## src/hpp_regs.vh

```
`ifndef HPP_REGS_VH
`define HPP_REGS_VH
// host register select codes
`define HPP_SEL_CTRL   3'h0
`define HPP_SEL_STAT   3'h1
`define HPP_SEL_DATA   3'h2
// field positions of the status word
`define HPP_STAT_RXF   0
`define HPP_STAT_TXE   1
`define HPP_STAT_REQ   2
// reset values
`define HPP_RST_BYTE   8'h00
`define HPP_RST_PINS   12'h000
`endif

```

## src/hpp_top.v

```verilog
// Operation
// - eight-bit parallel host data bus attaches directly to host bus
// - host data lines float while enable strobe is deasserted
// - drive data lines only when read high and enable asserted
// - also drive data lines when acknowledge asserted during our request
// - three-bit register select picks the host register accessed
// - read moves data to host, write accepts data, both strobe qualified
// - data pins become general bits zero to seven when port unselected
// - select pins are general bits eight to ten, read/write bit eleven
// - during reset the shared pins are general pins, driven only where gpio_dir is set
// - host write data captured at rising edge of enable strobe
// - open-drain request output asks external party for service
// - acknowledge input serves as dma handshake or interrupt acknowledge
`timescale 1ns/1ps
`default_nettype none
`include "hpp_regs.vh"
module hpp_top #(
   parameter W = 8
) (
   // clock, reset, enable
   input  wire         clk,
   input  wire         rst_n,
   input  wire         ce,
   // configuration
   input  wire         host_mode,
   input  wire [11:0]  gpio_dir,
   input  wire [11:0]  gpio_out,
   output reg  [11:0]  gpio_in,
   // shared data pins
   input  wire [W-1:0] host_data_bus_i,
   output reg  [W-1:0] host_data_bus_o,
   output wire [W-1:0] host_data_bus_oe,
   // shared control pins
   input  wire         host_enable_strobe_n,
   input  wire         host_read_not_write_i,
   output wire         host_read_not_write_o,
   output wire         host_read_not_write_oe,
   input  wire [2:0]   host_register_select_i,
   output wire [2:0]   host_register_select_o,
   output wire [2:0]   host_register_select_oe,
   input  wire         host_acknowledge_n,
   output wire         host_request_n_o,
   output wire         host_request_n_oe,
   // core side, to host
   input  wire [W-1:0] tx_data,
   input  wire         tx_valid,
   output wire         tx_ready,
   input  wire         req_assert,
   input  wire [W-1:0] ctrl_in,
   // core side, from host
   output reg  [W-1:0] rx_data,
   output wire         rx_valid,
   input  wire         rx_ready,
   output reg  [W-1:0] ctrl_reg_r
);
   // two-stage synchronisers for every pin input
   reg [W+5:0] s1_r, s2_r;
   always @(posedge clk) begin
      if (!rst_n) begin
         s1_r <= {(W+6){1'b1}};
         s2_r <= {(W+6){1'b1}};
      end else if (ce) begin
         s1_r <= {host_acknowledge_n, host_register_select_i, host_read_not_write_i,
                  host_enable_strobe_n, host_data_bus_i};
         s2_r <= s1_r;
      end
   end
   wire [W-1:0] d_s    = s2_r[W-1:0];
   wire         en_n_s = s2_r[W];
   wire         rw_s   = s2_r[W+1];
   wire [2:0]   sel_s  = s2_r[W+4:W+2];
   wire         ack_n_s = s2_r[W+5];

   // host mode only takes effect after reset, pins follow gpio_dir meanwhile
   reg hm_r;
   always @(posedge clk) begin
      if (!rst_n)
         hm_r <= 1'b0;
      else if (ce)
         hm_r <= host_mode;
   end

   // two-entry rx buffer, host to core
   reg [W-1:0] rb_r [0:1];
   reg [1:0]   rcnt_r;
   reg         rwp_r, rrp_r;
   // two-entry tx buffer, core to host
   reg [W-1:0] tb_r [0:1];
   reg [1:0]   tcnt_r;
   reg         twp_r, trp_r;
   reg         en_d_r;
   reg [2:0]   sel_l_r;
   // data is synced alongside the strobe, so hold the last word seen while it was low
   reg [W-1:0] d_l_r;
   reg         rw_l_r;
   reg         req_r;
   reg [11:0]  gin_nxt;

   assign rx_valid = (rcnt_r != 2'h0);
   assign tx_ready = (tcnt_r != 2'h2);
   always @* rx_data = rb_r[rrp_r];

   // access ends on the rising edge of the strobe; rw held steady by host
   wire strobe_rise = hm_r & en_n_s & ~en_d_r;
   wire wr_acc  = strobe_rise & ~rw_l_r;
   wire rd_acc  = strobe_rise &  rw_l_r;
   wire dma_acc = hm_r & req_r & ~ack_n_s;
   wire wr_data = wr_acc & (sel_l_r == `HPP_SEL_DATA);
   // a write to a full buffer is dropped; host must poll status first
   wire rpush = wr_data & (rcnt_r != 2'h2);
   wire rpop  = rx_valid & rx_ready;
   wire tpop  = rd_acc & (sel_l_r == `HPP_SEL_DATA) & (tcnt_r != 2'h0);
   wire tpush = tx_valid & tx_ready;

   always @(posedge clk) begin
      if (!rst_n) begin
         en_d_r <= 1'b1;
         sel_l_r <= 3'h0;
         d_l_r <= `HPP_RST_BYTE;
         rw_l_r <= 1'b0;
         rcnt_r <= 2'h0;
         rwp_r <= 1'b0;
         rrp_r <= 1'b0;
         tcnt_r <= 2'h0;
         twp_r <= 1'b0;
         trp_r <= 1'b0;
         req_r <= 1'b0;
         ctrl_reg_r <= `HPP_RST_BYTE;
         rb_r[0] <= `HPP_RST_BYTE;
         rb_r[1] <= `HPP_RST_BYTE;
         tb_r[0] <= `HPP_RST_BYTE;
         tb_r[1] <= `HPP_RST_BYTE;
      end else if (ce) begin
         en_d_r <= en_n_s;
         if (!en_n_s) begin
            sel_l_r <= sel_s;
            d_l_r <= d_s;
            rw_l_r <= rw_s;
         end
         if (wr_acc && sel_l_r == `HPP_SEL_CTRL)
            ctrl_reg_r <= d_l_r;
         if (rpush) begin
            rb_r[rwp_r] <= d_l_r;
            rwp_r <= ~rwp_r;
         end
         if (rpop)
            rrp_r <= ~rrp_r;
         rcnt_r <= rcnt_r + {1'b0, rpush} - {1'b0, rpop};
         if (tpush) begin
            tb_r[twp_r] <= tx_data;
            twp_r <= ~twp_r;
         end
         if (tpop)
            trp_r <= ~trp_r;
         tcnt_r <= tcnt_r + {1'b0, tpush} - {1'b0, tpop};
         req_r <= hm_r & req_assert;
      end
   end

   // read data mux, registered so the pins see stable data
   always @(posedge clk) begin
      if (!rst_n)
         host_data_bus_o <= `HPP_RST_BYTE;
      else if (ce) begin
         if (!hm_r)
            host_data_bus_o <= gpio_out[7:0];
         else if (dma_acc || sel_s == `HPP_SEL_DATA)
            host_data_bus_o <= tb_r[trp_r];
         else if (sel_s == `HPP_SEL_STAT)
            host_data_bus_o <= {{(W-3){1'b0}}, req_r, (tcnt_r == 2'h0),
                                rx_valid};
         else
            host_data_bus_o <= ctrl_in;
      end
   end

   // output enables: in host mode data uses strobe, rw and dma ack and select and rw pins stay undriven, else gpio direction
   wire host_drv = (~en_n_s & rw_s) | dma_acc;
   assign host_data_bus_oe = hm_r ? {W{host_drv}} : gpio_dir[7:0];
   assign host_register_select_o  = gpio_out[10:8];
   assign host_register_select_oe = hm_r ? 3'h0 : gpio_dir[10:8];
   assign host_read_not_write_o   = gpio_out[11];
   assign host_read_not_write_oe  = hm_r ? 1'b0 : gpio_dir[11];
   // open drain: only ever drive low
   assign host_request_n_o  = 1'b0;
   assign host_request_n_oe = req_r;

   always @* begin
      gin_nxt = {rw_s, sel_s, d_s};
   end
   always @(posedge clk) begin
      if (!rst_n)
         gpio_in <= `HPP_RST_PINS;
      else if (ce)
         gpio_in <= gin_nxt;
   end
endmodule // hpp_top
`default_nettype wire

```

## config.mk

```make
export PLATFORM = sky130hd
export DESIGN_NAME = hpp_top
export DESIGN_NICKNAME = d
export VERILOG_FILES = /design/src/hpp_top.v
export VERILOG_INCLUDE_DIRS = /design/src
export SDC_FILE = /design/constraint.sdc
export NUM_CORES = 1
export LEC_CHECK = 0
export BUFFER_PORTS_ARGS = -buffer_cell sky130_fd_sc_hd__buf_2
export CAP_MARGIN = 0
export CORE_MARGIN = 1.5
export CORE_UTILIZATION = 48
export DETAILED_ROUTE_END_ITERATION = 10
export PLACE_DENSITY = 0.83
export SYNTH_ARGS = -nofsm -noshare
export SYNTH_HDL_FRONTEND = slang
export SYNTH_SLANG_ARGS = --single-unit
```

## constraint.sdc

```tcl
create_clock -name clk -period 2.36 [get_ports clk]
set_clock_uncertainty 0.1 [all_clocks]
set_input_delay 0.472 -clock clk [delete_from_list [all_inputs] [get_ports clk]]
set_output_delay 0.472 -clock clk [all_outputs]
set_load 0.01 [all_outputs]
```

==> report_table.html <==
<table>
<tr><th>Metric</th><th>Value</th></tr>
<tr><th colspan="2">Outcome</th></tr>
<tr><td>Result of the run</td><td>finished, final reports clean</td></tr>
<tr><th colspan="2">Setup path</th></tr>
<tr><td>Type of element capturing the critical path</td><td>flop</td></tr>
<tr><td>Kind of start point of the critical path</td><td>flop</td></tr>
<tr><td>Crit path required time</td><td>2.45 ns</td></tr>
<tr><td>Reg2reg end</td><td>rb_r[0][0]$_SDFFCE_PN0P_</td></tr>
<tr><td>Data arrival time of the worst path</td><td>2.35 ns</td></tr>
<tr><td>Worst-path cell with the longest stage delay</td><td>sky130_fd_sc_hd__or4_4</td></tr>
<tr><td>Highest net fanout along the worst path</td><td>8</td></tr>
<tr><td>WP buf/inv</td><td>1</td></tr>
<tr><td>R2R setup slack</td><td>0.1 ns</td></tr>
<tr><td>Launch point of the critical path</td><td>en_d_r$_SDFFE_PN1P_</td></tr>
<tr><td>Cell family contributing the most delay on the critical path</td><td>simple AND/OR/NAND/NOR gates</td></tr>
<tr><td>Reg2Reg Depth</td><td>5</td></tr>
<tr><td>WP depth</td><td>5</td></tr>
<tr><td>Capturing instance or port of the critical path</td><td>rb_r[0][0]$_SDFFCE_PN0P_</td></tr>
<tr><td>CP peak stage delay</td><td>0.48 ns</td></tr>
<tr><td>Launch instance of the worst register-to-register path</td><td>en_d_r$_SDFFE_PN1P_</td></tr>
<tr><td>Path type of the worst setup path</td><td>reg2reg</td></tr>
<tr><td>Cell-by-cell listing of the critical path</td><td>nand4bb_4 -&gt; or3_4 -&gt; buf_4 -&gt; or4_4 -&gt; nand2_1</td></tr>
<tr><th colspan="2">Synthesis</th></tr>
<tr><td>Number of flip-flops and latches in the synthesized netlist</td><td>113</td></tr>
<tr><td>Library cell with the highest instance count after synthesis</td><td>sky130_fd_sc_hd__dfxtp_1</td></tr>
<tr><td>Number of library cell types mapped by synthesis</td><td>44</td></tr>
<tr><td>Top FF cell, synth</td><td>sky130_fd_sc_hd__dfxtp_1</td></tr>
<tr><td>Post-synth ARST share</td><td>0%</td></tr>
<tr><td>Most common library cells after synthesis</td><td>sky130_fd_sc_hd__dfxtp_1, sky130_fd_sc_hd__nand2_1, sky130_fd_sc_hd__mux2i_1</td></tr>
<tr><td>Nets in the synthesized netlist</td><td>541</td></tr>
<tr><td>Proportion of netlist area held by the largest area contributor</td><td>33.4%</td></tr>
<tr><td>Number of standard cells after synthesis</td><td>476</td></tr>
<tr><td>Synth Cell Area</td><td>0.00485 mm^2</td></tr>
<tr><td>Post-synthesis area per instance</td><td>10.2 um^2</td></tr>
<tr><td>Fraction of the yosys area taken by sequential cells</td><td>53.2%</td></tr>
<tr><td>Synthesis Warnings</td><td>0</td></tr>
<tr><td>Cells taking the most area after synthesis</td><td>sky130_fd_sc_hd__dfxtp_1, sky130_fd_sc_hd__edfxtp_1, sky130_fd_sc_hd__mux2i_1, sky130_fd_sc_hd__nand2_1, sky130_fd_sc_hd__and2_1</td></tr>
<tr><td>Number of enable-type register cells in the synthesized netlist</td><td>32</td></tr>
<tr><td>Biggest area consumer among synthesized cells</td><td>sky130_fd_sc_hd__dfxtp_1</td></tr>
<tr><th colspan="2">Die</th></tr>
<tr><td>Area enclosed by the die boundary</td><td>0.0107 mm^2</td></tr>
<tr><td>Vert. Die Dim</td><td>104 um</td></tr>
<tr><td>Core ar.</td><td>0.00977 mm^2</td></tr>
<tr><td>Count of boundary I/O pins</td><td>117</td></tr>
<tr><td>Initial core utilization</td><td>49.6%</td></tr>
<tr><td>Die width</td><td>104 um</td></tr>
<tr><td>Site Rows</td><td>36</td></tr>
<tr><th colspan="2">Route</th></tr>
<tr><td>Number of DRC violations after detailed-routing iteration 0</td><td>267</td></tr>
<tr><td>Routed Antenna Nets</td><td>0</td></tr>
<tr><td>Length of the first detailed-routing pass in iterations</td><td>5</td></tr>
<tr><td>Wirelength, routed</td><td>10.9 mm</td></tr>
<tr><td>Drc violations</td><td>0</td></tr>
<tr><td>Via total after detailed routing</td><td>3761</td></tr>
<tr><td>Average wire length per cell after detail routing</td><td>14.7 um</td></tr>
<tr><td>Vias per std cell</td><td>5.10</td></tr>
<tr><th colspan="2">Global routing</th></tr>
<tr><td>Total routing usage reported by global routing</td><td>20.9%</td></tr>
<tr><td>Global-route wire length before repair</td><td>17.8 mm</td></tr>
<tr><td>Final global-route overflow total</td><td>0</td></tr>
<tr><td>Number of antenna violations at the first check in global routing</td><td>1</td></tr>
<tr><td>Largest net degree at the start of global routing</td><td>42</td></tr>
<tr><td>Via count of the first global-routing pass</td><td>3694</td></tr>
<tr><th colspan="2">Timing</th></tr>
<tr><td>Max-slew violation total from the final report</td><td>0</td></tr>
<tr><td>Time the final worst path needs with I/O delays and setup</td><td>2.26 ns</td></tr>
<tr><td>Period utilization</td><td>95.8%</td></tr>
<tr><td>Post-route worst setup slack</td><td>0.0995 ns</td></tr>
<tr><td>Slew of the pin with the lowest slew margin</td><td>0.615 ns</td></tr>
<tr><td>Number of hold violations in the final report</td><td>0</td></tr>
<tr><td>Worst max-slew margin expressed relative to the limit</td><td>59.0%</td></tr>
<tr><td>Setup repair after global routing missed its margin</td><td>true</td></tr>
<tr><td>Final Setup Violations</td><td>0</td></tr>
<tr><td>Fmax</td><td>442 MHz</td></tr>
<tr><th colspan="2">Cells and area</th></tr>
<tr><td>Filler instances</td><td>755</td></tr>
<tr><td>Number of nets in the finished design</td><td>655</td></tr>
<tr><td>Utilization after layout</td><td>63.4%</td></tr>
<tr><td>Layout Area Growth over Synthesis</td><td>27.8%</td></tr>
<tr><td>Fraction of layout instances using a drive strength above 1</td><td>30.8%</td></tr>
<tr><th colspan="2">Clock network</th></tr>
<tr><td>Clock slew at the register clock pins of the worst setup and hold paths</td><td>0.05 ns</td></tr>
<tr><td>CTS Buf Count</td><td>17</td></tr>
<tr><td>Cell at the root of the clock tree</td><td>sky130_fd_sc_hd__clkbuf_8</td></tr>
<tr><td>Maximum clock path buffer count</td><td>2</td></tr>
<tr><td>Depth of the CTS H-tree</td><td>4</td></tr>
<tr><td>Clock net sink count</td><td>113</td></tr>
<tr><td>Clock tree from TritonCTS</td><td>yes</td></tr>
<tr><td>Worst skew pair latency</td><td>0.52 ns</td></tr>
<tr><th colspan="2">Worst hold path</th></tr>
<tr><td>Hold Path Class</td><td>in2reg</td></tr>
<tr><th colspan="2">Pwr</th></tr>
<tr><td>Total chip power</td><td>0.00499 W</td></tr>
<tr><td>Static leakage</td><td>2.68 nW</td></tr>
<tr><td>Maximum resistive drop on vdd</td><td>0.434 mV</td></tr>
<tr><td>PwrDens</td><td>805 mW/mm^2</td></tr>
<tr><th colspan="2">Place</th></tr>
<tr><td>Number of buffers inserted by port buffering</td><td>107</td></tr>
<tr><td>Detailed Place HPWL</td><td>7.41 mm</td></tr>
<tr><td>Worst slack at placement</td><td>0.0535 ns</td></tr>
<tr><td>Final estimated routing congestion in global placement</td><td>0.866</td></tr>
<tr><th colspan="2">Flow run</th></tr>
<tr><td>Max-cap viol count</td><td>0</td></tr>
</table>
where the power goes:
part	leakage (nW)	switching (W)	total, W	internal, W
sequential	0.998	0.0000488	0.00213	0.00208
combinational	1.40	0.000200	0.000366	0.000167
clock	0.286	0.000836	0.00249	0.00165
per-stage QoR:
| step | instances | hold slack, ns | TNS [ns] | instance area, um^2 |
|---|---|---|---|---|
| finish | 737 | 0.0756 | 0 | 6200 |
| global route | 737 | 0.0785 | -0.0174 | 6200 |
| CTS | 734 | 0.0573 | 0 | 6130 |
| detailed placement | 702 | 0.352 | 0 | 5550 |
| global placement | 702 | 0.343 | 0 | 5550 |
| floorplan | 476 | 0.337 | 0 | 4850 |
how the worst min path moves through the flow:
stage                                       start  slack (ns)  depth (start not counted)                       to
after detailed placement  sel_l_r[0]$_SDFFE_PN0P_        0.35                          2  sel_l_r[0]$_SDFFE_PN0P_
final                          host_data_bus_i[6]        0.08                          3     s1_r[6]$_SDFFE_PN1P_
after floorplan           sel_l_r[0]$_SDFFE_PN0P_        0.34                          2  sel_l_r[0]$_SDFFE_PN0P_
after global routing        host_read_not_write_i        0.08                          3     s1_r[9]$_SDFFE_PN1P_
after CTS                   host_read_not_write_i        0.06                          3     s1_r[9]$_SDFFE_PN1P_
after global placement    sel_l_r[0]$_SDFFE_PN0P_        0.34                          2  sel_l_r[0]$_SDFFE_PN0P_
worst min-delay path, stage by stage:
cell and delay, ns:
sky130_fd_sc_hd__buf_2 0.08, sky130_fd_sc_hd__mux2i_1 0.06, sky130_fd_sc_hd__nand2_1 0.06
metal layers:
layer	global-route usage, %	vias up	share of wire [%]
met4	9.82	0	1.9
li1	-	1855	-
met5	0	-	0
met3	6.36	19	5.3
met1	24.7	1773	42
met2	34.9	114	50
final cells by class:
cell class	count	area, um^2	share of cell area [%]
tap	133	166	2.68
sequential	113	2590	41.7
antenna	1	2.50	0.0404
multi-input combinational	314	2110	34.0
clock buffer	22	453	7.30
timing repair buffer	127	688	11.1
clock inverter	10	134	2.16
inverter	17	63.8	1.03
cells by family (layout without fill, tap and decap cells):
logic type | Yosys count | count (layout) | share of synthesized area (%)
AOI/OAI and AO/OA | 63 | 63 | 7.14
buffers and inverters | 49 | 176 | 4.28
muxes | 69 | 69 | 14.5
xor gates and xnor gates | 7 | 7 | 1.26
adders and majority gates | 4 | 4 | 1.03
DFF | 113 | 113 | 53.2
and+or+nand+nor | 170 | 170 | 18.4
other | 1 | 2 | 0.0773
sequential cells by signal (all words and copies together), names as in the netlist, named ones only:
register / cells
tb_r: 16
rwp_r: 1
rw_l_r: 1
host_data_bus_o: 8
tcnt_r: 2
ctrl_reg_r: 8
d_l_r: 8
hm_r: 1
rb_r: 16
host_request_n_oe: 1
sel_l_r: 3
trp_r: 1
twp_r: 1
s2_r: 14
rcnt_r: 2
en_d_r: 1
s1_r: 14
gpio_in: 12
rrp_r: 1
timing repair:
item                                    4_1_cts  5_1_grt
resized for setup                             0       13
buffers inserted                              0        2
hold buffers                                  0        0
endpoints found under the setup margin        0        9
layout by cell type (no fill, tap or decap), types with 7 or more instances in the layout:
cell and n:
sky130_fd_sc_hd__nand2_1 61, sky130_fd_sc_hd__mux2i_1 58, sky130_fd_sc_hd__buf_2 106, sky130_fd_sc_hd__dfxtp_1 78, sky130_fd_sc_hd__nor2_1 37, sky130_fd_sc_hd__a31oi_1 7
sky130_fd_sc_hd__inv_1 16, sky130_fd_sc_hd__o21ai_0 26, sky130_fd_sc_hd__and2_1 30, sky130_fd_sc_hd__edfxtp_1 32, sky130_fd_sc_hd__nand2b_1 10, sky130_fd_sc_hd__a21oi_1 19
sky130_fd_sc_hd__clkbuf_16 16, sky130_fd_sc_hd__mux2_2 11, sky130_fd_sc_hd__buf_4 21
Note: power is estimated with default switching activity, not from simulation.
